$ cat config.mk
export PLATFORM = sky130hd
export DESIGN_NAME = pcpc_pll_ctrl
export DESIGN_NICKNAME = d
export VERILOG_FILES = /design/src/core/pcpc_pkg.sv /design/src/core/pcpc_sync_cond.sv /design/src/core/pcpc_pll_ctrl.sv
export VERILOG_INCLUDE_DIRS = /design/src /design/src/core
export SDC_FILE = /design/constraint.sdc
export NUM_CORES = 1
export LEC_CHECK = 0
export BUFFER_PORTS_ARGS = -buffer_cell sky130_fd_sc_hd__buf_4
export CAP_MARGIN = 15
export CORE_UTILIZATION = 50
export CTS_BUF_LIST = sky130_fd_sc_hd__clkbuf_2 sky130_fd_sc_hd__clkbuf_4 sky130_fd_sc_hd__clkbuf_8
export DETAILED_ROUTE_END_ITERATION = 8
export PLACE_DENSITY = 0.76
export SLEW_MARGIN = 15
export SYNTH_ARGS = -nofsm -noshare
export SYNTH_HDL_FRONTEND = slang
export SYNTH_SLANG_ARGS = --single-unit
export TNS_END_PERCENT = 30
$ cat constraint.sdc
create_clock -name i_sys_clk -period 11.6 [get_ports i_sys_clk]
set_input_delay 1.74 -clock i_sys_clk [delete_from_list [all_inputs] [get_ports i_sys_clk]]
set_output_delay 1.74 -clock i_sys_clk [all_outputs]
set_load 0.1 [all_outputs]
$ cat src/core/pcpc_map.svh
`ifndef PCPC_MAP_SVH
`define PCPC_MAP_SVH

`define PCPC_ADDR_DIV_HI    8'h01
`define PCPC_ADDR_DIV_LO    8'h02
`define PCPC_ADDR_BAND_PUMP 8'h03
`define PCPC_ADDR_PHASE     8'h04
`define PCPC_ADDR_CTRL      8'h05
`define PCPC_ADDR_STATUS    8'h06

`define PCPC_BAND_LSB       6
`define PCPC_PUMP_LSB       3
`define PCPC_PHASE_LSB      3
`define PCPC_CTRL_SYNC_INV  0
`define PCPC_CTRL_COAST_INV 1
`define PCPC_CTRL_EXT_SEL   2
`define PCPC_STAT_LOCKED    0
`define PCPC_STAT_COAST     1

`define PCPC_RST_DIV        12'h53F
`define PCPC_RST_BAND       2'h1
`define PCPC_RST_PUMP       3'h5
`define PCPC_RST_PHASE      5'h00
`define PCPC_RST_CTRL       3'h0

`define PCPC_SYS_MHZ        100
`define PCPC_BAND0_MIN_MHZ  12
`define PCPC_BAND0_MAX_MHZ  35
`define PCPC_BAND1_MAX_MHZ  70
`define PCPC_BAND2_MAX_MHZ  110
`define PCPC_BAND3_MAX_MHZ  140
`define PCPC_PHASE_STEPS    32
`define PCPC_STEP_SHIFT     8
`define PCPC_LOCK_LINES     4'h8

`endif

$ cat src/core/pcpc_pkg.sv
package pcpc_pkg;
  typedef logic [11:0] pcpc_div_t;
  typedef logic [31:0] pcpc_freq_t;
  typedef logic [7:0]  pcpc_byte_t;
  typedef enum logic [1:0] {
    PCPC_BAND_LOW  = 2'h0,
    PCPC_BAND_MID  = 2'h1,
    PCPC_BAND_HIGH = 2'h2,
    PCPC_BAND_TOP  = 2'h3
  } pcpc_band_e;
endpackage

$ cat src/core/pcpc_sync_cond.sv
`timescale 1ns/1ps
`default_nettype none
module pcpc_sync_cond (
  input  wire logic i_sys_clk,
  input  wire logic i_rstn,
  input  wire logic i_async,
  input  wire logic i_invert,
  output logic      o_level,
  output logic      o_rise
);
  logic meta_r;
  logic safe_r;
  logic lvl_r;
  logic rise_r;
  logic lvl_nxt;
  logic rise_nxt;

  always_comb begin
    lvl_nxt  = safe_r ^ i_invert;
    rise_nxt = lvl_nxt & ~lvl_r;
  end

  always_ff @(posedge i_sys_clk or negedge i_rstn) begin
    if (!i_rstn) begin
      meta_r <= 1'b0;
      safe_r <= 1'b0;
      lvl_r  <= 1'b0;
      rise_r <= 1'b0;
    end else begin
      meta_r <= i_async;
      safe_r <= meta_r;
      lvl_r  <= lvl_nxt;
      rise_r <= rise_nxt;
    end
  end

  assign o_level = lvl_r;
  assign o_rise  = rise_r;
endmodule
`default_nettype wire

$ cat src/core/pcpc_pll_ctrl.sv
`timescale 1ns/1ps
`default_nettype none
`include "pcpc_map.svh"
module pcpc_pll_ctrl (
  input  wire logic              i_sys_clk,
  input  wire logic              i_rstn,
  input  wire logic              i_reg_wr,
  input  wire logic              i_reg_rd,
  input  wire pcpc_pkg::pcpc_byte_t i_reg_addr,
  input  wire pcpc_pkg::pcpc_byte_t i_reg_wdata,
  output pcpc_pkg::pcpc_byte_t   o_reg_rdata,
  input  wire logic              i_hsync,
  input  wire logic              i_coast,
  input  wire logic              i_ext_clk,
  output logic                   o_sample_clk_en,
  output logic                   o_aligned_sync_output,
  output logic                   o_band_select_high,
  output logic                   o_band_select_low,
  output logic [2:0]             o_pump_code,
  output pcpc_pkg::pcpc_freq_t   o_freq_word,
  output logic                   o_locked
);
  import pcpc_pkg::*;

  // Band edge as accumulator step; saturates where the rate reaches the system clock
  function automatic pcpc_freq_t mhz_word(input int unsigned mhz);
    logic [63:0] w;
    w = (64'(mhz) << 32) / 64'(`PCPC_SYS_MHZ);
    mhz_word = (w > 64'h0000_0000_FFFF_FFFF) ? 32'hFFFF_FFFF : w[31:0];
  endfunction

  function automatic pcpc_freq_t band_min(input pcpc_band_e b);
    case (b)
      PCPC_BAND_LOW:  band_min = mhz_word(`PCPC_BAND0_MIN_MHZ);
      PCPC_BAND_MID:  band_min = mhz_word(`PCPC_BAND0_MAX_MHZ);
      PCPC_BAND_HIGH: band_min = mhz_word(`PCPC_BAND1_MAX_MHZ);
      default:        band_min = mhz_word(`PCPC_BAND2_MAX_MHZ);
    endcase
  endfunction

  function automatic pcpc_freq_t band_max(input pcpc_band_e b);
    case (b)
      PCPC_BAND_LOW:  band_max = mhz_word(`PCPC_BAND0_MAX_MHZ);
      PCPC_BAND_MID:  band_max = mhz_word(`PCPC_BAND1_MAX_MHZ);
      PCPC_BAND_HIGH: band_max = mhz_word(`PCPC_BAND2_MAX_MHZ);
      default:        band_max = mhz_word(`PCPC_BAND3_MAX_MHZ);
    endcase
  endfunction

  // Register group
  pcpc_div_t  div_r;
  pcpc_div_t  div_nxt;
  pcpc_band_e band_r;
  pcpc_band_e band_nxt;
  logic [2:0] pump_r;
  logic [2:0] pump_nxt;
  logic [4:0] phase_r;
  logic [4:0] phase_nxt;
  logic [2:0] ctrl_r;
  logic [2:0] ctrl_nxt;
  pcpc_byte_t rdata_r;
  pcpc_byte_t rdata_nxt;
  logic       locked_r;
  logic       locked_nxt;

  // Input conditioning
  logic hs_lvl;
  logic hs_rise;
  logic co_lvl;
  logic ck_rise;

  pcpc_sync_cond u_hsync (
    .i_sys_clk (i_sys_clk),
    .i_rstn    (i_rstn),
    .i_async   (i_hsync),
    .i_invert  (ctrl_r[`PCPC_CTRL_SYNC_INV]),
    .o_level   (hs_lvl),
    .o_rise    (hs_rise)
  );

  pcpc_sync_cond u_coast (
    .i_sys_clk (i_sys_clk),
    .i_rstn    (i_rstn),
    .i_async   (i_coast),
    .i_invert  (ctrl_r[`PCPC_CTRL_COAST_INV]),
    .o_level   (co_lvl),
    .o_rise    ()
  );

  pcpc_sync_cond u_extclk (
    .i_sys_clk (i_sys_clk),
    .i_rstn    (i_rstn),
    .i_async   (i_ext_clk),
    .i_invert  (1'b0),
    .o_level   (),
    .o_rise    (ck_rise)
  );

  always_comb begin
    div_nxt   = div_r;
    band_nxt  = band_r;
    pump_nxt  = pump_r;
    phase_nxt = phase_r;
    ctrl_nxt  = ctrl_r;
    rdata_nxt = rdata_r;
    if (i_reg_wr) begin
      case (i_reg_addr)
        `PCPC_ADDR_DIV_HI:    div_nxt = {i_reg_wdata, div_r[3:0]};
        `PCPC_ADDR_DIV_LO:    div_nxt = {div_r[11:4], i_reg_wdata[7:4]};
        `PCPC_ADDR_BAND_PUMP: begin
          band_nxt = pcpc_band_e'(i_reg_wdata[`PCPC_BAND_LSB +: 2]);
          pump_nxt = i_reg_wdata[`PCPC_PUMP_LSB +: 3];
        end
        `PCPC_ADDR_PHASE:     phase_nxt = i_reg_wdata[`PCPC_PHASE_LSB +: 5];
        `PCPC_ADDR_CTRL:      ctrl_nxt = i_reg_wdata[2:0];
        default:              ;
      endcase
    end
    if (i_reg_rd) begin
      case (i_reg_addr)
        `PCPC_ADDR_DIV_HI:    rdata_nxt = div_r[11:4];
        `PCPC_ADDR_DIV_LO:    rdata_nxt = {div_r[3:0], 4'h0};
        `PCPC_ADDR_BAND_PUMP: rdata_nxt = {band_r, pump_r, 3'h0};
        `PCPC_ADDR_PHASE:     rdata_nxt = {phase_r, 3'h0};
        `PCPC_ADDR_CTRL:      rdata_nxt = {5'h00, ctrl_r};
        `PCPC_ADDR_STATUS:    rdata_nxt = {6'h00, co_lvl, locked_r};
        default:              rdata_nxt = 8'h00;
      endcase
    end
  end

  always_ff @(posedge i_sys_clk or negedge i_rstn) begin
    if (!i_rstn) begin
      div_r   <= `PCPC_RST_DIV;
      band_r  <= pcpc_band_e'(`PCPC_RST_BAND);
      pump_r  <= `PCPC_RST_PUMP;
      phase_r <= `PCPC_RST_PHASE;
      ctrl_r  <= `PCPC_RST_CTRL;
      rdata_r <= 8'h00;
    end else begin
      div_r   <= div_nxt;
      band_r  <= band_nxt;
      pump_r  <= pump_nxt;
      phase_r <= phase_nxt;
      ctrl_r  <= ctrl_nxt;
      rdata_r <= rdata_nxt;
    end
  end

  // Loop group: accumulator oscillator, feedback divider, bang-bang steering
  pcpc_freq_t  acc_r;
  pcpc_freq_t  acc_nxt;
  pcpc_freq_t  freq_r;
  pcpc_freq_t  freq_nxt;
  logic [12:0] fb_cnt_r;
  logic [12:0] fb_cnt_nxt;
  logic [3:0]  lock_cnt_r;
  logic [3:0]  lock_cnt_nxt;
  logic        osc_tick;
  logic        raw_tick;
  logic [32:0] acc_sum;
  logic [12:0] ratio;
  logic [32:0] step;
  logic [32:0] f_up;
  logic [32:0] f_dn;

  always_comb begin
    acc_sum  = {1'b0, acc_r} + {1'b0, freq_r};
    acc_nxt  = acc_sum[31:0];
    osc_tick = acc_sum[32];
    raw_tick = ctrl_r[`PCPC_CTRL_EXT_SEL] ? ck_rise : osc_tick;
    ratio    = {1'b0, div_r} + 13'h0001;
    step     = 33'h0_0000_0001 << (`PCPC_STEP_SHIFT + 32'(pump_r));
    f_up     = {1'b0, freq_r} + step;
    f_dn     = {1'b0, freq_r} - step;
    freq_nxt     = freq_r;
    lock_cnt_nxt = lock_cnt_r;
    fb_cnt_nxt   = (raw_tick && fb_cnt_r != 13'h1FFF) ? fb_cnt_r + 13'h0001 : fb_cnt_r;
    // Coast masks the reference edge, so only the band clamp below can move the word
    if (hs_rise && !co_lvl) begin
      fb_cnt_nxt = 13'h0000;
      if (fb_cnt_r < ratio) begin
        freq_nxt     = f_up[32] ? 32'hFFFF_FFFF : f_up[31:0];
        lock_cnt_nxt = 4'h0;
      end else if (fb_cnt_r > ratio) begin
        freq_nxt     = f_dn[32] ? 32'h0000_0000 : f_dn[31:0];
        lock_cnt_nxt = 4'h0;
      end else if (lock_cnt_r != `PCPC_LOCK_LINES) begin
        lock_cnt_nxt = lock_cnt_r + 4'h1;
      end
    end
    // Band limits the oscillator region, also on a later band change
    if (freq_nxt < band_min(band_r)) begin
      freq_nxt = band_min(band_r);
    end else if (freq_nxt > band_max(band_r)) begin
      freq_nxt = band_max(band_r);
    end
    locked_nxt = (lock_cnt_nxt == `PCPC_LOCK_LINES);
  end

  always_ff @(posedge i_sys_clk or negedge i_rstn) begin
    if (!i_rstn) begin
      acc_r      <= 32'h0000_0000;
      freq_r     <= 32'h0000_0000;
      fb_cnt_r   <= 13'h0000;
      lock_cnt_r <= 4'h0;
      locked_r   <= 1'b0;
    end else begin
      acc_r      <= acc_nxt;
      freq_r     <= freq_nxt;
      fb_cnt_r   <= fb_cnt_nxt;
      lock_cnt_r <= lock_cnt_nxt;
      locked_r   <= locked_nxt;
    end
  end

  // Phase group: delay each pixel tick by phase/32 of the measured period
  logic [7:0]  per_cnt_r;
  logic [7:0]  per_cnt_nxt;
  logic [7:0]  per_r;
  logic [7:0]  per_nxt;
  logic [7:0]  dly_r;
  logic [7:0]  dly_nxt;
  logic        pend_r;
  logic        pend_nxt;
  logic        hs_hold_r;
  logic        hs_hold_nxt;
  logic        smp_r;
  logic        smp_nxt;
  logic        hs_out_r;
  logic        hs_out_nxt;
  logic [12:0] dly_prod;

  always_comb begin
    per_cnt_nxt = (per_cnt_r != 8'hFF) ? per_cnt_r + 8'h01 : per_cnt_r;
    per_nxt     = per_r;
    dly_nxt     = dly_r;
    pend_nxt    = pend_r;
    hs_hold_nxt = hs_hold_r;
    smp_nxt     = 1'b0;
    hs_out_nxt  = hs_out_r;
    dly_prod    = 13'(per_r) * 13'(phase_r);
    if (pend_r) begin
      if (dly_r == 8'h00) begin
        smp_nxt    = 1'b1;
        hs_out_nxt = hs_hold_r;
        pend_nxt   = 1'b0;
      end else begin
        dly_nxt = dly_r - 8'h01;
      end
    end
    // Same path for both sources keeps the shift with an external clock
    if (raw_tick) begin
      per_nxt     = per_cnt_r;
      per_cnt_nxt = 8'h01;
      dly_nxt     = dly_prod[12:5];
      pend_nxt    = 1'b1;
      hs_hold_nxt = hs_lvl;
    end
  end

  always_ff @(posedge i_sys_clk or negedge i_rstn) begin
    if (!i_rstn) begin
      per_cnt_r <= 8'h00;
      per_r     <= 8'h00;
      dly_r     <= 8'h00;
      pend_r    <= 1'b0;
      hs_hold_r <= 1'b0;
      smp_r     <= 1'b0;
      hs_out_r  <= 1'b0;
    end else begin
      per_cnt_r <= per_cnt_nxt;
      per_r     <= per_nxt;
      dly_r     <= dly_nxt;
      pend_r    <= pend_nxt;
      hs_hold_r <= hs_hold_nxt;
      smp_r     <= smp_nxt;
      hs_out_r  <= hs_out_nxt;
    end
  end

  assign o_reg_rdata           = rdata_r;
  assign o_sample_clk_en       = smp_r;
  assign o_aligned_sync_output = hs_out_r;
  assign o_band_select_high    = band_r[1];
  assign o_band_select_low     = band_r[0];
  assign o_pump_code           = pump_r;
  assign o_freq_word           = freq_r;
  assign o_locked              = locked_r;
endmodule
`default_nettype wire

==> flow_results.xml <==
<?xml version="1.0" encoding="UTF-8"?>
<metrics>
  <group name="outcome">
    <metric name="outcome" unit="">complete, no violations</metric>
  </group>
  <group name="floorplanning">
    <metric name="die_width" unit="um">161.5</metric>
    <metric name="die-height" unit="um">161.5</metric>
    <metric name="starting_density_of_the_core" unit="%">51.67</metric>
    <metric name="ios" unit="">71</metric>
    <metric name="floorplan.rows" unit="">57</metric>
    <metric name="fp.dieArea" unit="um^2">26070</metric>
    <metric name="floorplan.core_area" unit="um^2">24600</metric>
  </group>
  <group name="timing">
    <metric name="totalNegativeSetupSlack" unit="ns">0</metric>
    <metric name="grt_setup_unrepaired" unit="">no</metric>
    <metric name="post-route-min-period" unit="ns">6.779</metric>
    <metric name="fin_hold_ws" unit="ns">0.3580</metric>
    <metric name="final.setup.worst_slack" unit="ns">4.821</metric>
    <metric name="hold_viol_final" unit="">0</metric>
    <metric name="final_max_slew_violation_count" unit="">0</metric>
    <metric name="final_min_period_over_clock_period" unit="%">58.44</metric>
    <metric name="max_slew.worst_pin.slew" unit="ns">0.9329</metric>
    <metric name="final.setup_skew" unit="ns">0.02098</metric>
    <metric name="fmaxAchievable" unit="GHz">0.1475</metric>
    <metric name="slew_headroom" unit="%">37.81</metric>
    <metric name="final-setup-viol-count" unit="">0</metric>
  </group>
  <group name="detailed_routing">
    <metric name="vias_per_cell" unit="">6.206</metric>
    <metric name="detail_route.drc_violations" unit="">0</metric>
    <metric name="routedWlPerCell" unit="um">19.73</metric>
    <metric name="drt_pre_antenna_iters" unit="">6</metric>
    <metric name="drtAntennaViolNets" unit="">0</metric>
    <metric name="route.final.wire_length" unit="um">35420</metric>
    <metric name="drt-initial-drc-count" unit="">1031</metric>
    <metric name="detailroute.via_count" unit="">11140</metric>
  </group>
  <group name="placed_design">
    <metric name="place.detailed.hpwl" unit="um">26660</metric>
    <metric name="gp_congestion" unit="">0.9266</metric>
    <metric name="dpl_worst_slack" unit="ns">5.026</metric>
    <metric name="postPlaceCellArea" unit="um^2">13510</metric>
    <metric name="port_buffers" unit="">70</metric>
  </group>
  <group name="clock_tree">
    <metric name="tritoncts_clock_tree" unit="">yes</metric>
    <metric name="post_cts_buffers" unit="">0</metric>
    <metric name="root_buffer" unit="">sky130_fd_sc_hd__clkbuf_8</metric>
    <metric name="number_of_buffers_added_to_fix_hold_violations_after_cts" unit="">0</metric>
    <metric name="post_cts_resized" unit="">0</metric>
    <metric name="htreeDepth" unit="">4</metric>
    <metric name="cts.sink_count" unit="">154</metric>
    <metric name="worst_skew_pair.late_latency" unit="ns">0.47</metric>
    <metric name="clk_path_buf_depth" unit="">2</metric>
    <metric name="cts.clk_slew.worst_paths" unit="ns">0.09</metric>
    <metric name="tritoncts_buffers" unit="">17</metric>
  </group>
  <group name="cells_and_area">
    <metric name="register_area" unit="um^2">3867</metric>
    <metric name="postLayoutCellArea" unit="um^2">13940</metric>
    <metric name="antenna-diode-count" unit="">0</metric>
    <metric name="multi_input_comb_area" unit="um^2">8307</metric>
    <metric name="final_layout_size_suffix_gt1_share" unit="%">13.73</metric>
    <metric name="fillCellCount" unit="">2194</metric>
    <metric name="finalNetCount" unit="">1644</metric>
    <metric name="area_growth_syn_to_layout" unit="%">9.684</metric>
  </group>
  <group name="global_route">
    <metric name="pin_count_of_the_biggest_net_entering_global_routing" unit="">83</metric>
    <metric name="globalRouteTotalUtil" unit="%">28.11</metric>
    <metric name="grtUsageMet2" unit="%">43.61</metric>
    <metric name="grt_util_met1" unit="%">38.83</metric>
    <metric name="grt_busiest_layer" unit="">met2</metric>
    <metric name="first_global_vias" unit="">10966</metric>
    <metric name="antenna_found_initial" unit="">0</metric>
    <metric name="met3_usage" unit="%">5.598</metric>
    <metric name="first_pass_grt_wire_length" unit="um">57660</metric>
    <metric name="grt_overflow" unit="">0</metric>
  </group>
  <group name="pwr">
    <metric name="powerDensity" unit="nW/um^2">281.7</metric>
    <metric name="power_leakage" unit="uW">0.006459</metric>
    <metric name="max-vdd-ir-drop" unit="uV">249.1</metric>
    <metric name="power.total" unit="uW">3928</metric>
  </group>
  <group name="worst_setup_path">
    <metric name="critPathBufInv" unit="">0</metric>
    <metric name="critical_path.slowest_cell" unit="">sky130_fd_sc_hd__nor3_1</metric>
    <metric name="startpoint_type" unit="">register</metric>
    <metric name="critical_path.endpoint_type" unit="">register</metric>
    <metric name="worst_path_dominant_cell_family" unit="">compound AO/OA/AOI/OAI gates</metric>
    <metric name="critPathMaxFanout" unit="">13</metric>
    <metric name="timing.critical_path.required" unit="ns">11.96</metric>
    <metric name="critical_path.cell_chain" unit="">or3b_2, ha_1, nand2b_1, a211o_1, a21bo_2, nor3_1, nor2_1, a22o_1, o21ai_0, o21ai_0, a21oi_1, ha_1, nand3_1, nor2_1, nand4_1, o21bai_1, or3_1, o211a_1, o21ai_2, nand3_4, o211a_1</metric>
    <metric name="worst-endpoint-arrival" unit="ns">7.14</metric>
    <metric name="critical_path.max_stage_delay" unit="ns">0.57</metric>
    <metric name="worst-setup-path-type" unit="">register to register</metric>
  </group>
  <group name="run">
    <metric name="max-cap-violations" unit="">0</metric>
  </group>
  <group name="synthesis">
    <metric name="yosysSeqAreaShare" unit="%">30.42</metric>
    <metric name="synth-warning-count" unit="">0</metric>
    <metric name="yosys_register_bits" unit="">154</metric>
    <metric name="synth_common_cells" unit="">sky130_fd_sc_hd__ha_1 (144), sky130_fd_sc_hd__dfrtp_1 (143), sky130_fd_sc_hd__nand2_1 (112)</metric>
    <metric name="number_of_flops_mapped_to_enable_cells_by_yosys" unit="">0</metric>
    <metric name="yosysTopAreaCell" unit="">sky130_fd_sc_hd__dfrtp_1</metric>
    <metric name="synth_async_reset_ratio" unit="%">100.0</metric>
    <metric name="yosys.cell_types.count" unit="">93</metric>
    <metric name="synthesis.area_per_instance" unit="um^2">9.055</metric>
    <metric name="post_synth_main_area_contributors" unit="">sky130_fd_sc_hd__dfrtp_1 (28%), sky130_fd_sc_hd__ha_1 (14%), sky130_fd_sc_hd__a21oi_1 (3.5%), sky130_fd_sc_hd__nand2_1 (3.3%), sky130_fd_sc_hd__mux2_2 (3.3%)</metric>
    <metric name="synthDominantCellAreaShare" unit="%">28.15</metric>
    <metric name="syn-instance-count" unit="">1404</metric>
    <metric name="netlist_area" unit="um^2">12710</metric>
    <metric name="yosys.cell_count.top_type" unit="">sky130_fd_sc_hd__ha_1</metric>
    <metric name="synth_ff_type" unit="">sky130_fd_sc_hd__dfrtp_1</metric>
    <metric name="postSynthNetCount" unit="">1590</metric>
  </group>
  <group name="min_path">
    <metric name="holdCritPathClass" unit="">register to register</metric>
  </group>
</metrics>
## metrics by stage
stage	util, %	cells
floorplan	-	1404
global placement	54.89	1763
detailed placement	54.89	1763
CTS	56.67	1795
global route	56.67	1795
finish	56.67	1795
## routing by layer
metal	wire length [um]	vias up
met3	2844	66
met1	15730	5421
met4	922	0
li1	-	5210
met2	15930	443
met5	0	-
## path summary, 6_finish.rpt
path	from	endpoint	slack [ns]	depth (start not counted)
setup / recovery	o_pump_code[1]$_DFFE_PN0P_	o_freq_word[11]$_DFF_PN0_	4.82	21
hold / removal	u_extclk.meta_r$_DFF_PN0_	u_extclk.safe_r$_DFF_PN0_	0.36	0
setup reg to reg	o_pump_code[1]$_DFFE_PN0P_	o_freq_word[11]$_DFF_PN0_	4.82	21
hold reg to reg	u_extclk.meta_r$_DFF_PN0_	u_extclk.safe_r$_DFF_PN0_	0.36	0
max in group asynchronous	i_rstn	per_r[1]$_DFFE_PN0N_	8.84	2
min in group asynchronous	i_rstn	pend_r$_DFF_PN0_	1.29	1
## logic make-up (layout without fill, tap and decap cells)
family / after synthesis / in the layout / share of synthesized area [%]
simple gates: 453 / 453 / 18.38
mux: 41 / 41 / 3.592
flops: 154 / 154 / 30.42
compound gates: 384 / 384 / 20.78
fa+ha+maj: 163 / 163 / 17.16
buf+inv: 131 / 198 / 4.291
xor+xnor: 78 / 78 / 5.373
## area by class of cell
class / instances / share of cell area [%]
tap: 324 / 2.907
multi-input combinational: 1119 / 59.57
clock inverter: 11 / 1.113
sequential: 154 / 27.73
clock buffer: 21 / 2.028
inverter: 86 / 2.315
timing repair buffer: 80 / 4.334
## registers in the layout, indices dropped and copies added (netlist names), 2 cells and up
| register | flops |
|---|---|
| per_cnt_r | 8 |
| dly_r | 8 |
| fb_cnt_r | 13 |
| o_freq_word | 32 |
| phase_r | 5 |
| acc_r | 32 |
| lock_cnt_r | 4 |
| per_r | 8 |
| ctrl_r | 3 |
| div_r | 12 |
| band_r | 2 |
| o_reg_rdata | 8 |
| o_pump_code | 3 |
## report_power, final
group | internal (uW) | switching [uW]
combinational | 921 | 1620
sequential | 709 | 217
clock | 236 | 227
total | 1870 | 2060
## layout by cell type, fill, tap and decap left out, drive strengths merged, types with 20 or more instances in the layout
master | Yosys | routed
a211oi | 20 | 20
a21o | 47 | 47
a21oi | 90 | 90
and2 | 22 | 22
buf | 15 | 80
clkbuf | 30 | 21
dfrtp | 143 | 143
ha | 144 | 144
inv | 86 | 90
mux2 | 37 | 37
nand2 | 113 | 113
nand3 | 50 | 50
nand4 | 20 | 20
nor2 | 108 | 108
nor3 | 37 | 37
o21ai | 81 | 81
xnor2 | 41 | 41
xor2 | 37 | 37
Power figures use the tool's default switching activity.
